### config.mk
export PLATFORM = sky130hd
export DESIGN_NAME = dram_auto_precharge_timing
export DESIGN_NICKNAME = d
export VERILOG_FILES = /design/src/rtl/dram_ap_pkg.sv /design/src/rtl/bank_if.sv /design/src/rtl/bank_ap_tracker.sv /design/src/rtl/dram_auto_precharge_timing.sv
export SDC_FILE = /design/constraint.sdc
export NUM_CORES = 1
export LEC_CHECK = 0
export BUFFER_PORTS_ARGS = -buffer_cell sky130_fd_sc_hd__clkbuf_2
export CAP_MARGIN = 0
export CELL_PAD_IN_SITES_DETAIL_PLACEMENT = 1
export CELL_PAD_IN_SITES_GLOBAL_PLACEMENT = 2
export CORE_AREA = 2 2 129 131
export DETAILED_ROUTE_END_ITERATION = 10
export DIE_AREA = 0 0 131 133
export HOLD_SLACK_MARGIN = 0.03
export PLACE_DENSITY_LB_ADDON = 0.1
export SYNTH_ARGS = -nofsm -noshare
export SYNTH_HDL_FRONTEND = slang
export SYNTH_SLANG_ARGS = --single-unit
### constraint.sdc
create_clock -name i_core_clk -period 9.1 [get_ports i_core_clk]
set_clock_uncertainty 0.1 [all_clocks]
set_input_delay 2.275 -clock i_core_clk [delete_from_list [all_inputs] [get_ports i_core_clk]]
set_output_delay 2.275 -clock i_core_clk [all_outputs]
set_load 0.05 [all_outputs]
### src/rtl/dram_ap_pkg.sv
package dram_ap_pkg;
  localparam int CLK_PERIOD_PS = 8000;
  localparam int T_RTP_PS = 7500;
  localparam int T_RP_PB_PS = 18000;
  localparam int T_RP_AB_PS = 21000;
  localparam int T_WR_PS = 15000;

  // least times round up, never below one cycle
  function automatic int ru_cycles(input int ps);
    int c;
    c = (ps + CLK_PERIOD_PS - 1) / CLK_PERIOD_PS;
    return (c < 1) ? 1 : c;
  endfunction : ru_cycles

  localparam int RTP_CYC = ru_cycles(T_RTP_PS);
  localparam int RP_PB_CYC = ru_cycles(T_RP_PB_PS);
  localparam int RP_AB_CYC = ru_cycles(T_RP_AB_PS);
  localparam int WR_CYC = ru_cycles(T_WR_PS);

  localparam int NUM_BANKS = 8;
  localparam int CNT_W = 8;
  localparam int DEF_WL = 4;
  localparam int DEF_BL = 8;
  localparam int PREFETCH_WORDS = 4;
  localparam int RTP_LEAD = 2;

  typedef enum logic [2:0] {
    CMD_NOP = 3'h0,
    CMD_ACT = 3'h1,
    CMD_RD = 3'h2,
    CMD_WR = 3'h3,
    CMD_PRE = 3'h4,
    CMD_PRE_ALL = 3'h5,
    CMD_BURST_TERM = 3'h6
  } cmd_e;

  typedef enum logic [3:0] {
    BANK_IDLE = 4'h1,
    BANK_ACTIVE = 4'h2,
    BANK_AP_WAIT = 4'h4,
    BANK_PRECHARGING = 4'h8
  } bank_state_e;

  localparam logic [dram_ap_pkg::CNT_W-1:0] CNT_RESET = 8'h00;
endpackage : dram_ap_pkg

### src/rtl/bank_if.sv
`timescale 1ns/100ps
`default_nettype none
interface bank_if;
  logic act;
  logic rd;
  logic wr;
  logic ap;
  logic pre;
  logic pre_ab;
  logic [dram_ap_pkg::CNT_W-1:0] rd_ap_delay;
  logic [dram_ap_pkg::CNT_W-1:0] wr_ap_delay;
  dram_ap_pkg::bank_state_e state;
  modport ctrl (output act, rd, wr, ap, pre, pre_ab, rd_ap_delay, wr_ap_delay, input state);
  modport bank (input act, rd, wr, ap, pre, pre_ab, rd_ap_delay, wr_ap_delay, output state);
endinterface : bank_if
`default_nettype wire

### src/rtl/bank_ap_tracker.sv
`timescale 1ns/100ps
`default_nettype none
module bank_ap_tracker (
  input wire logic i_core_clk,
  input wire logic i_reset,
  bank_if.bank b
);
  dram_ap_pkg::bank_state_e state_r, state_nxt;
  logic [dram_ap_pkg::CNT_W-1:0] cnt_r, cnt_nxt;

  function automatic logic [dram_ap_pkg::CNT_W-1:0] load(input int cyc);
    return dram_ap_pkg::CNT_W'(cyc - 1);
  endfunction : load

  always_comb begin
    state_nxt = state_r;
    cnt_nxt = (cnt_r != '0) ? cnt_r - 1'b1 : cnt_r;
    // a precharge always restarts the period, whatever the bank was doing
    if (b.pre || b.pre_ab) begin
      state_nxt = dram_ap_pkg::BANK_PRECHARGING;
      cnt_nxt = b.pre_ab ? load(dram_ap_pkg::RP_AB_CYC) : load(dram_ap_pkg::RP_PB_CYC);
    end else begin
      unique case (state_r)
        dram_ap_pkg::BANK_IDLE: begin
          if (b.act) state_nxt = dram_ap_pkg::BANK_ACTIVE;
        end
        dram_ap_pkg::BANK_ACTIVE: begin
          if ((b.rd || b.wr) && b.ap) begin
            state_nxt = dram_ap_pkg::BANK_AP_WAIT;
            cnt_nxt = b.rd ? b.rd_ap_delay - 1'b1 : b.wr_ap_delay - 1'b1;
          end
          // without the bit the row simply stays open
        end
        dram_ap_pkg::BANK_AP_WAIT: begin
          if (cnt_r == '0) begin
            state_nxt = dram_ap_pkg::BANK_PRECHARGING;
            cnt_nxt = load(dram_ap_pkg::RP_PB_CYC);
          end
        end
        dram_ap_pkg::BANK_PRECHARGING: begin
          if (cnt_r == '0) state_nxt = dram_ap_pkg::BANK_IDLE;
        end
        default: state_nxt = dram_ap_pkg::BANK_IDLE;
      endcase
    end
  end

  always_ff @(posedge i_core_clk or posedge i_reset) begin
    if (i_reset) begin
      state_r <= dram_ap_pkg::BANK_IDLE;
      cnt_r <= dram_ap_pkg::CNT_RESET;
    end else begin
      state_r <= state_nxt;
      cnt_r <= cnt_nxt;
    end
  end

  assign b.state = state_r;
endmodule : bank_ap_tracker
`default_nettype wire

### src/rtl/dram_auto_precharge_timing.sv
// Behaviour
// - no auto-precharge bit leaves bank open
// - falling-edge CA0 bit engages auto precharge
// - read precharge starts at max(BL/2, BL/2-2+tRTP)
// - gapless other-bank accesses every BL/2 accepted
// - precharge period timed from latest precharge
// - array write after whole four-word group
// - tRTP starts BL/2-2, truncated uses effective BL (o_eff_burst_len only reports it; RD_AP_CYC always uses the full BL)
`timescale 1ns/100ps
`default_nettype none
module dram_auto_precharge_timing #(
  parameter int WL = dram_ap_pkg::DEF_WL,
  parameter int BL = dram_ap_pkg::DEF_BL
) (
  input wire logic i_core_clk,
  input wire logic i_reset,
  input wire logic i_cmd_valid,
  input wire logic [2:0] i_cmd,
  input wire logic [2:0] i_bank,
  input wire logic i_ap_bit,
  input wire logic i_wr_word_valid,
  output logic [7:0] o_bank_idle,
  output logic [7:0] o_bank_open,
  output logic [7:0] o_ap_pending,
  output logic [7:0] o_precharging,
  output logic o_array_write,
  output logic [4:0] o_eff_burst_len
);
  localparam int HALF_BL = BL / 2;

  function automatic int max2(input int a, input int b);
    return (a > b) ? a : b;
  endfunction : max2

  // precharge start after a read or write carrying the bit
  localparam int RD_AP_CYC = max2(HALF_BL, HALF_BL - dram_ap_pkg::RTP_LEAD + dram_ap_pkg::RTP_CYC);
  localparam int WR_AP_CYC = WL + HALF_BL + 1 + dram_ap_pkg::WR_CYC;

  ////////////////////////////////////////////////////////////////////////////
  logic is_act, is_rd, is_wr, is_pre, is_pre_all, is_bst;
  always_comb begin
    is_act = i_cmd_valid && (i_cmd == dram_ap_pkg::CMD_ACT);
    is_rd = i_cmd_valid && (i_cmd == dram_ap_pkg::CMD_RD);
    is_wr = i_cmd_valid && (i_cmd == dram_ap_pkg::CMD_WR);
    is_pre = i_cmd_valid && (i_cmd == dram_ap_pkg::CMD_PRE);
    is_pre_all = i_cmd_valid && (i_cmd == dram_ap_pkg::CMD_PRE_ALL);
    is_bst = i_cmd_valid && (i_cmd == dram_ap_pkg::CMD_BURST_TERM);
  end

  // every bank decodes on its own, so back-to-back commands to other banks just work
  for (genvar g = 0; g < dram_ap_pkg::NUM_BANKS; g++) begin : g_bank
    bank_if bif ();
    logic hit;
    assign hit = (i_bank == 3'(g));
    assign bif.act = is_act && hit;
    assign bif.rd = is_rd && hit;
    assign bif.wr = is_wr && hit;
    assign bif.ap = i_ap_bit;
    assign bif.pre = is_pre && hit;
    assign bif.pre_ab = is_pre_all;
    assign bif.rd_ap_delay = dram_ap_pkg::CNT_W'(RD_AP_CYC);
    assign bif.wr_ap_delay = dram_ap_pkg::CNT_W'(WR_AP_CYC);
    bank_ap_tracker u_bank (
      .i_core_clk(i_core_clk),
      .i_reset(i_reset),
      .b(bif.bank)
    );
    // one-hot state bits leave as they are, so every status output is a flop
    assign o_bank_idle[g] = bif.state[0];
    assign o_bank_open[g] = bif.state[1];
    assign o_ap_pending[g] = bif.state[2];
    assign o_precharging[g] = bif.state[3];
  end

  ////////////////////////////////////////////////////////////////////////////
  // write data lands in the array only as whole prefetch groups
  logic [1:0] grp_cnt_r, grp_cnt_nxt;
  logic array_write_r, array_write_nxt;
  always_comb begin
    grp_cnt_nxt = grp_cnt_r;
    array_write_nxt = 1'b0;
    if (is_wr) begin
      grp_cnt_nxt = 2'h0;
    end else if (i_wr_word_valid) begin
      grp_cnt_nxt = grp_cnt_r + 2'h1;
      array_write_nxt = (grp_cnt_r == 2'(dram_ap_pkg::PREFETCH_WORDS - 1));
    end
  end

  always_ff @(posedge i_core_clk or posedge i_reset) begin
    if (i_reset) begin
      grp_cnt_r <= 2'h0;
      array_write_r <= 1'b0;
    end else begin
      grp_cnt_r <= grp_cnt_nxt;
      array_write_r <= array_write_nxt;
    end
  end
  assign o_array_write = array_write_r;

  ////////////////////////////////////////////////////////////////////////////
  // effective burst of the latest read or write; the age saturates at BL/2
  logic [4:0] burst_age_r, burst_age_nxt;
  logic [4:0] eff_bl_r, eff_bl_nxt;
  always_comb begin
    burst_age_nxt = (burst_age_r < 5'(HALF_BL)) ? burst_age_r + 5'h1 : burst_age_r;
    eff_bl_nxt = eff_bl_r;
    if (is_rd || is_wr) begin
      burst_age_nxt = 5'h1;
      eff_bl_nxt = 5'(BL);
    end else if (is_bst) begin
      eff_bl_nxt = {burst_age_r[3:0], 1'b0};
    end
  end

  always_ff @(posedge i_core_clk or posedge i_reset) begin
    if (i_reset) begin
      burst_age_r <= 5'h0;
      eff_bl_r <= 5'(BL);
    end else begin
      burst_age_r <= burst_age_nxt;
      eff_bl_r <= eff_bl_nxt;
    end
  end
  assign o_eff_burst_len = eff_bl_r;

  ////////////////////////////////////////////////////////////////////////////
  // helper counters for bank 0, read only by the checks below
  // they saturate, so a long quiet stretch never wraps into a false match
  logic [7:0] ap_age0_r, ap_age0_nxt, rp_age0_r, rp_age0_nxt;
  logic ap_src0_r, ap_src0_nxt, ap_wr0_r, ap_wr0_nxt;
  logic pre_hit0, ap_hit0;
  assign pre_hit0 = (is_pre && i_bank == 3'h0) || is_pre_all;
  assign ap_hit0 = (is_rd || is_wr) && i_ap_bit && i_bank == 3'h0 && o_bank_open[0];
  always_comb begin
    ap_age0_nxt = (ap_age0_r != 8'hff) ? ap_age0_r + 8'h1 : ap_age0_r;
    rp_age0_nxt = (rp_age0_r != 8'hff) ? rp_age0_r + 8'h1 : rp_age0_r;
    ap_src0_nxt = ap_src0_r;
    ap_wr0_nxt = ap_wr0_r;
    if (ap_hit0) begin
      ap_age0_nxt = 8'h1;
      ap_src0_nxt = 1'b1;
      ap_wr0_nxt = is_wr;
    end
    // an explicit precharge takes over the timing from any pending auto precharge
    if (pre_hit0) begin
      rp_age0_nxt = 8'h1;
      ap_src0_nxt = 1'b0;
    end
  end

  always_ff @(posedge i_core_clk or posedge i_reset) begin
    if (i_reset) begin
      ap_age0_r <= 8'h0;
      rp_age0_r <= 8'h0;
      ap_src0_r <= 1'b0;
      ap_wr0_r <= 1'b0;
    end else begin
      ap_age0_r <= ap_age0_nxt;
      rp_age0_r <= rp_age0_nxt;
      ap_src0_r <= ap_src0_nxt;
      ap_wr0_r <= ap_wr0_nxt;
    end
  end
endmodule : dram_auto_precharge_timing
`default_nettype wire

==> results of run 1 <==
-- routing by layer --
metal	up-vias	global-route usage (%)	share of wire, %
li1	2603	-	-
met1	2661	29.2	49
met2	57	33.5	48
met3	16	2.59	2.4
met4	0	5.67	1.3
met5	-	0	0
-- per-stage QoR --
stage,area [um2],setup WS (ps),instances
after floorplan,6440,3890,704
after global placement,6870,4580,948
after detailed placement,6870,4480,948
after CTS,7160,4850,964
after global routing,7160,4650,964
final,7160,4780,964
-- Yosys cell counts (all sizes together) (5+ instances only) --
library cell and n:
a211oi 5, a21o 9, a21oi 50, a31oi 10
and3 5, clkbuf 22, dfrtp 99, dfstp 9
ha 26, inv 32, mux2i 17, nand2 48
nand3 15, nand3b 7, nor2 84, nor2b 11
nor3 35, nor3b 9, nor4 6, nor4b 22
o211ai 8, o21ai 39, o22ai 6, o311ai 5
o31ai 7, or3 10, or4b 5, xnor2 26
xor2 17
-- cell families (layout without fill, tap and decap cells) --
logic type	Yosys count	in the layout	share of synthesized area, %
AO/OA/AOI/OAI	164	164	16.0
multiplexers	19	19	2.99
other	1	1	0.0582
flip-flops	108	108	42.1
AND/OR/NAND/NOR	285	285	24.4
buffers and inverters	58	98	3.59
XOR/XNOR	43	43	5.85
adder cells (fa/ha/maj)	26	26	5.05
-- worst paths after layout --
kind	start	end	slack, ps	depth (start not counted)
min reg2reg	o_eff_burst_len[4]	o_eff_burst_len[4]	410	1
max	i_cmd[0]	g_bank[6].u_bank.cnt_r[1]	4780	6
max in group asynchronous	i_reset	g_bank[7].u_bank.cnt_r[4]	5800	3
min in group asynchronous	i_reset	burst_age_r[4]	1920	2
max reg2reg	g_bank[0].u_bank.cnt_r[0]	g_bank[0].u_bank.cnt_r[0]	6330	10
min	o_eff_burst_len[4]	o_eff_burst_len[4]	410	1
-- state kept, by name, indices dropped and copies added, names as in the netlist --
register / flops
g_bank.u_bank.b.state: 32
o_array_write: 1
o_eff_burst_len: 4
grp_cnt_r: 2
burst_age_r: 5
g_bank.u_bank.cnt_r: 64
-- power by group through the flow --
stage | clock network [mW] | logic, mW | registers, mW
after CTS | 0.400 | 1.03 | 0.881
final | 0.389 | 1.02 | 0.879
after global placement | 0 | 0.983 | 0.876
after detailed placement | 0 | 1.02 | 0.889
after global routing | 0.416 | 1.15 | 0.912
after floorplan | 0 | 0.721 | 0.939
-- area by class of cell --
cell class                      instances  area (um2)
Fill cell                            1907        9010
Multi-Input combinational cell        538        3500
Sequential cell                       108        2710
Tap cell                              220         275
Timing Repair Buffer                   50         258
Clock buffer                           11         253
Inverter                               32         123
Clock inverter                          5        36.3
-- worst register-to-register path, stage by stage (launching register included) --
cell	delay [ps]
dfrtp_1	410
inv_1	110
ha_1	170
nor4b_1	590
and2_1	350
inv_1	120
ha_1	340
nor2_1	50
a31oi_1	150
o22ai_1	90
o21a_1	190
==> metrics, run 1 <==
Post-route DRC 0; DIE AREA 17400 um2; GRT Residual Overflow 0; half-perimeter wire length after placement 12200 um; cell type group with the largest total delay on the critical path simple AND/OR/NAND/NOR gates; cell taking the most area after synthesis dfrtp_1; first-pass GRT wire length 29100 um; arrival time of data at the critical path endpoint 4520 ps; Final Hold Violating Endpoints 0; later-pin clock latency in the skew report 360 ps; Worst Path Required 9300 ps; Synthesis Warnings 0; Worst Path Class, Setup in2reg; CTS Buffer Depth 2; net count of the mapped netlist 741; via count 5337; leakage power of the design 3.18 nW; path class of the lowest-slack min-delay path reg2reg; Port Buffers 47; number of gates resized after CTS 0; startpoint class of the critical path input port; VDD IR-drop max 0.000147 V; core utilization of the finished layout 44.3%; commonest non-fill, non-tap cell in the layout dfrtp_1; number of design-rule violations left by the first detailed-router iteration 189; maximum number of pins on one net before global-route repair 57; initial antenna violation count 0; smallest hold slack 408 ps; root buf cell clkbuf_16; sequential cell area fraction in the yosys report 42.1%; FMAX 232 MHz; setup-violating endpoint count in the final report 0; row count 47; part of the cycle the worst path needs 47.5%; number of optimization iterations in the first detailed-route pass 4; highest-count cells in the layout ignoring fill and taps dfrtp_1, nor2_1, a21oi_1; post-layout net count 776; fraction of final layout cells sized beyond drive strength 1 12.8%; # Max-Cap Violations 0; slew at the pin with the worst max-slew slack 1020 ps; top cells by area, synth dfrtp_1, ha_1, nor2_1; sum of negative setup slack 0 ps; clock buffer count from CTS 9; I/O Pins 49; critical path cell sequence clkbuf_2, nor4bb_2, buf_4, a21oi_1, o21ai_0, or2_2; Sink Count 108; maximum single-stage delay on the critical path 770 ps; register clock-pin slew on the reported worst setup and hold paths 80 ps; PwrDens 319 nW/um2; cell count after synthesis 704; Crit. End Element flip-flop; cell with the largest stage delay on the worst path nor4bb_2; Final min period 4320 ps; cell-internal power 1.31 mW; Avg Inst Size Synth 9.15 um2; Chip Height 133 um; clock tree from TritonCTS yes; total routed wirelength 17000 um; ratio of routed vias to standard cells 5.54; part of the total power dissipated in sequential elements 38.5%; RSZ-0062 raised after global routing false; number of distinct standard cells referenced by the synthesized netlist 64; number of levels the H-tree was split into 3; Crit Path Max Fanout 19; average wire per cell in the routed design 17.7 um; area of the mapped netlist 6440 um2; count of antenna-violating nets left after detailed routing 0; FFs w/ async S/R, synth 100%; most used flip-flop cell after synthesis dfrtp_1; Worst slew margin 30.7%; placer's final routability congestion estimate 0.838; FF+latch count, synth 108; initial core utilization 39.8%; clock network power share 17.0%; Gate power share 44.5%; Post-CTS Repair Setup Buffers 0; count of antenna diodes in the layout 0; top cell type's share of synthesized area 38.5%; Post-synth EDFFs 0; standard cell core area 16200 um2; area growth from synthesis to layout 11.2%; CP bufs+invs 2; result of the run finished, final reports clean; aggregate global-route resource usage 20.7%; number of hold buffers added after CTS 0; total design power 2.28 mW; max-slew violations 0; Net Sw Frac 42.7%; horizontal extent of the die 131 um; vias in the first global route 5645; net switching power of the design 0.975 mW
Note: power is estimated with default switching activity, not from simulation.
==> run 2: changes to the inputs <==
Settings changed: CORE_AREA 2 2 129 131 to 2 2 134 136, DIE_AREA 0 0 131 133 to 0 0 136 138.
Clock period 9.1 ns to 4.2 ns, I/O delays scaled along.
==> run 2 against run 1 <==
  * Sequential power grew 120%
  * Combinational power grew 120%
  * Hold slack lost 19 ps
  * Power grew 120%
  * Routed wire length grew 1.8%
  * Global-route usage shrank 1.7 points
  * Die area grew 7.7%
  * Register-to-register slack lost 5000 ps
  * Count of clock-buffer cells in the layout grew 1
  * Design area grew 1.0%
  * Clock power grew 150%
  * Final cell count grew 1.1%
==> metrics, run 2 (synthesis results as in run 1) <==
Final Hold Violating Endpoints 0 (unchanged); Crit. End Element flip-flop; # Max-Cap Violations 0 (unchanged); register bank with the most flops g_bank.u_bank.cnt_r; clock buffer count from CTS 9 (unchanged); PwrDens 702 nW/um2 (+120%); max-slew violations 0 (unchanged); via count 5422 (+1.6%); Final min period 2840 ps; number of optimization iterations in the first detailed-route pass 4 (unchanged); Post-route DRC 0 (unchanged); Hold Path Cell Cnt 2 (+1); M1 WL 8390 um (+0.96%); Worst Path Required 4360 ps (-4940 ps); aggregate global-route resource usage 19.1% (-1.7 points); result of the run finished, final reports clean; average wire per cell in the routed design 17.8 um (+0.65%); origin of the worst setup path g_bank[0].u_bank.cnt_r[0]; Crit Path Max Fanout 6 (-13); number of design-rule violations left by the first detailed-router iteration 154 (-19%); total design power 5.08 mW (+120%); post-layout net count 778 (+0.26%); maximum single-stage delay on the critical path 650 ps (-120 ps); number of gates resized after CTS 0 (unchanged); ratio of routed vias to standard cells 5.56 (+0.45%); initial core utilization 36.7% (-3.1 points); CP bufs+invs 2 (unchanged); Sink Count 108 (unchanged); vias in the first global route 5636 (-0.16%); Worst R2R Start g_bank[0].u_bank.cnt_r[0]; sum of negative setup slack 0 ps (unchanged); GRT Residual Overflow 0 (unchanged); RSZ-0062 raised after global routing false; cell type group with the largest total delay on the critical path simple AND/OR/NAND/NOR gates; part of the cycle the worst path needs 67.5%; count of antenna diodes in the layout 0 (unchanged); highest-count cells in the layout ignoring fill and taps dfrtp_1, nor2_1, a21oi_1; arrival time of data at the critical path endpoint 2990 ps (-1530 ps); cell depth of the worst setup path 10 (+4); Port Buffers 47 (unchanged); Critical Path Sink g_bank[0].u_bank.cnt_r[0]; met3 routed WL 503 um (+25%); I/O Pins 49 (unchanged); DIE AREA 18800 um2 (+7.7%); area growth from synthesis to layout 12.3%; cell-internal power 2.98 mW (+130%); total routed wirelength 17400 um (+1.8%); initial antenna violation count 0 (unchanged); leakage power of the design 3.22 nW (+1.4%); number of levels the H-tree was split into 3 (unchanged); Post-CTS Repair Setup Buffers 0 (unchanged); Chip Height 138 um (+3.8%); VDD IR-drop max 0.000299 V (+100%); row count 49 (+4.3%); commonest non-fill, non-tap cell in the layout dfrtp_1; Net Sw Frac 41.4% (-1.2 points); worst-case register-to-register setup slack 1360 ps (-4970 ps); cell with the largest stage delay on the worst path nor4b_1; later-pin clock latency in the skew report 360 ps (about the same); root buf cell clkbuf_16; topmost layer with routed signal wires met4; fraction of final layout cells sized beyond drive strength 1 13.0% (+0.23 points); Gate power share 43.3% (-1.2 points); part of the total power dissipated in sequential elements 37.6% (-0.9 points); placer's final routability congestion estimate 0.813 (-3.0%); clock tree from TritonCTS yes; critical path cell sequence inv_1, ha_1, nor4b_1, and2_1, inv_1, ha_1, nor2_1, a31oi_1, o22ai_1, o21a_1; slew at the pin with the worst max-slew slack 1020 ps (-6.45 ps); standard cell core area 17500 um2 (+8.4%); half-perimeter wire length after placement 12700 um (+3.6%); net switching power of the design 2.10 mW (+120%); cell depth of the worst flop-to-flop path 10 (unchanged); number of flip-flops under the largest register name 64 (unchanged); number of hold buffers added after CTS 0 (unchanged); maximum number of pins on one net before global-route repair 48 (-16%); first-pass GRT wire length 29000 um (about the same); count of antenna-violating nets left after detailed routing 0 (unchanged); routed length on met2 8300 um (+2.2%); register clock-pin slew on the reported worst setup and hold paths 70 ps (about the same); CTS Buffer Depth 2 (unchanged); horizontal extent of the die 136 um (+3.8%); clock network power share 19.1% (+2.1 points); setup-violating endpoint count in the final report 0 (unchanged); Worst Path Class, Setup reg2reg; FMAX 353 MHz; path class of the lowest-slack min-delay path reg2reg; Worst slew margin 31.2% (+0.44 points); startpoint class of the critical path flip-flop; worst reg2reg path endpoint g_bank[0].u_bank.cnt_r[0]
==> run 2: cell type report <==
class	instances	area (um2)
clock buffers	12	267
repair buffers	52	273
flip-flops and latches	108	2710
clock inverters	4	70.1
inverters	32	123
fillers	2084	10300
multi-input cells	538	3500
well taps	229	287
==> run 2: worst min path at each step <==
stage	startpoint	to	slack [ps]
after global placement	o_eff_burst_len[3]	o_eff_burst_len[3]	370
after global routing	o_eff_burst_len[3]	o_eff_burst_len[3]	400
after CTS	o_eff_burst_len[3]	o_eff_burst_len[3]	390
after floorplan	burst_age_r[2]	burst_age_r[2]	390
final	o_eff_burst_len[3]	o_eff_burst_len[3]	390
after detailed placement	o_eff_burst_len[3]	o_eff_burst_len[3]	380
==> run 2: routing by layer <==
layer / GRT usage (%) / vias to the layer above
met4: 5.04 / 0
met1: 26.9 / 2732
li1: - / 2607
met5: 0 / -
met2: 31.0 / 69
met3: 2.27 / 14
==> run 2: power groups by stage <==
stage / combinational [mW] / sequential (mW) / clock (mW)
6_report: 2.20 / 1.91 / 0.970
5_1_grt: 2.50 / 1.98 / 1.04
4_1_cts: 2.23 / 1.91 / 0.997
3_5_place_dp: 2.22 / 1.93 / 0
3_3_place_gp: 2.12 / 1.90 / 0
2_1_floorplan: 1.56 / 2.04 / 0
==> run 2: tightest hold or removal path, stage by stage, from the launching register on <==
cell and delay, ps:
dfstp_2 370, inv_1 50, a22oi_1 60
==> run 2: stage by stage <==
stage          util (%)  worst slack, ps  instance area [um2]  std cells  hold slack (ps)
2_1_floorplan         -              219                 6440        704              385
3_3_place_gp       39.3             1200                 6900        959              372
3_5_place_dp       39.3             1070                 6900        959              379
4_1_cts            41.3             1300                 7230        975              393
5_1_grt            41.3             1100                 7230        975              400
6_report           41.3             1360                 7230        975              389
==> run 3: changes to the inputs <==
Settings changed: CORE_AREA 2 2 134 136 to 2 2 141 143, DIE_AREA 0 0 136 138 to 0 0 143 145.
Clock period 4.2 ns to 2.5 ns, I/O delays scaled along.
==> run 3 against run 2 <==
  * Utilization fell by 1.4 points
  * Worst setup slack got worse by 1200 ps
  * Non-clock buffer count rose by 47
  * Count of clock-buffer cells in the layout did not move
  * Clock power rose by 62%
  * Design area rose by 5.8%
  * Sequential power rose by 68%
  * Fmax rose by 19%
  * Highest routed layer unchanged
  * Final cell count rose by 8.5%
==> metrics, run 3 (synthesis results as in run 1) <==
Final min period 2380 ps (-455 ps); worst reg2reg path endpoint g_bank[2].u_bank.cnt_r[0]; number of flip-flops under the largest register name 64 (unchanged); origin of the worst setup path g_bank[2].u_bank.cnt_r[2]; root buf cell clkbuf_16; number of design-rule violations left by the first detailed-router iteration 180 (+17%); row count 51 (+4.1%); maximum single-stage delay on the critical path 550 ps (-100 ps); register clock-pin slew on the reported worst setup and hold paths 70 ps (about the same); arrival time of data at the critical path endpoint 2510 ps (-480 ps); cell depth of the worst flop-to-flop path 7 (-3); FMAX 420 MHz (+19%); part of the cycle the worst path needs 95.2% (+28 points); first-pass GRT wire length 30800 um (+6.0%); fraction of final layout cells sized beyond drive strength 1 18.2% (+5.2 points); setup-violating endpoint count in the final report 0 (unchanged); slew at the pin with the worst max-slew slack 913 ps (-105 ps); Worst R2R Start g_bank[2].u_bank.cnt_r[2]; Crit Path Max Fanout 3 (-3); standard cell core area 19200 um2 (+9.5%); core utilization of the finished layout 39.9% (-1.4 points); horizontal extent of the die 143 um (+5.1%); Filler Cells Inserted 2248 (+7.9%); number of optimization iterations in the first detailed-route pass 4 (unchanged); Register Area 2710 um2 (unchanged); cell with the largest stage delay on the worst path or4b_4; register bank with the most flops g_bank.u_bank.cnt_r; number of levels the H-tree was split into 3 (unchanged); count of antenna diodes in the layout 0 (unchanged); average wire per cell in the routed design 17.2 um (-3.2%); I/O Pins 49 (unchanged); initial core utilization 33.5% (-3.2 points); Worst slew margin 38.3% (+7.1 points); CP bufs+invs 0 (-2); path class of the lowest-slack min-delay path in2async; post-layout net count 825 (+6.0%); worst-case setup margin in the final layout 120 ps (-1240 ps); count of antenna-violating nets left after detailed routing 0 (unchanged); vias in the first global route 6022 (+6.8%); PwrDens 1130 nW/um2 (+61%); VDD IR-drop max 0.000563 V (+88%); Final Hold Violating Endpoints 0 (unchanged); ratio of routed vias to standard cells 5.31 (-4.5%); combined area of the multi-input logic cells 3520 um2 (+0.46%); aggregate global-route resource usage 18.2% (-0.87 points); smallest hold slack 159 ps (-230 ps); half-perimeter wire length after placement 13500 um (+7.0%); sum of negative setup slack 0 ps (unchanged); Sink Count 108 (unchanged); CTS Buffer Depth 2 (unchanged); clock tree from TritonCTS yes; commonest non-fill, non-tap cell in the layout dfrtp_1; post-placement worst setup slack 77.4 ps (-995 ps); number of gates resized after CTS 0 (unchanged); Worst Path Required 2630 ps (-1730 ps); clock buffer count from CTS 9 (unchanged); total routed wirelength 18200 um (+5.0%); leakage power of the design 3.45 nW (+7.1%); # Max-Cap Violations 0 (unchanged); Post-route DRC 0 (unchanged); worst-case register-to-register setup slack 120 ps (-1240 ps); startpoint class of the critical path flip-flop; later-pin clock latency in the skew report 350 ps (about the same); via count 5616 (+3.6%); initial antenna violation count 0 (unchanged); Port Buffers 47 (unchanged); Crit. End Element flip-flop; number of hold buffers added after CTS 0 (unchanged); Worst Path Class, Setup reg2reg; cell type group with the largest total delay on the critical path simple AND/OR/NAND/NOR gates; Chip Height 145 um (+5.1%); maximum number of pins on one net before global-route repair 39 (-19%); DIE AREA 20700 um2 (+10%); max-slew violations 0 (unchanged); placer's final routability congestion estimate 0.792 (-2.6%); RSZ-0062 raised after global routing false; area growth from synthesis to layout 18.9%; highest-count cells in the layout ignoring fill and taps dfrtp_1, nor2_1, buf_4; result of the run finished, final reports clean; Post-CTS Repair Setup Buffers 0 (unchanged); GRT Residual Overflow 0 (unchanged); critical path cell sequence or4_4, or4b_4, ha_4, nor2_1, a31oi_1, o22a_1, a21oi_2
run 3: layer usage:
metal	wire length, um	track usage [%]	vias up
met5	0	0	-
met2	9270	32.0	57
met4	187	3.86	0
met3	455	3.07	13
met1	8310	23.3	2833
li1	-	-	2713
run 3: report_power, final:
part	internal (mW)	total (mW)	leakage (nW)	switching, mW
Clock	0.906	1.57	0.153	0.668
Sequential	2.46	3.20	1.35	0.747
Combinational	1.73	3.89	1.94	2.16
Total	5.09	8.67	3.45	3.57
run 3: layout make-up:
cell class / count / share of cell area, %
inverters: 32 / 1.62
clock buffers: 12 / 3.22
well taps: 265 / 4.33
clock inverters: 4 / 0.948
repair buffers: 99 / 8.50
multi-input cells: 538 / 45.9
flip-flops and latches: 108 / 35.4
run 3: worst max-delay path by stage:
stage,endpoint,slack (ps),cells past startpoint
after detailed placement,g_bank[2].u_bank.cnt_r[0],80,7
after CTS,g_bank[2].u_bank.cnt_r[0],70,7
after global placement,g_bank[2].u_bank.cnt_r[0],130,7
after floorplan,g_bank[2].u_bank.cnt_r[0],20,8
final,g_bank[2].u_bank.cnt_r[0],120,7
after global routing,g_bank[2].u_bank.cnt_r[0],8,7
run 3: worst reg2reg max path, stage by stage, from the launching register on:
cell and delay [ps]:
dfrtp_1 380, or4_4 530, or4b_4 550, ha_4 290, nor2_1 30, a31oi_1 150
o22a_1 160, a21oi_2 50
run 3: stage by stage:
stage | power [mW] | cells | area [um2]
3_5_place_dp | 7.14 | 1042 | 7320
3_3_place_gp | 6.92 | 1042 | 7320
2_1_floorplan | 6.05 | 704 | 6440
6_report | 8.67 | 1058 | 7660
5_1_grt | 9.43 | 1058 | 7660
4_1_cts | 8.79 | 1058 | 7640
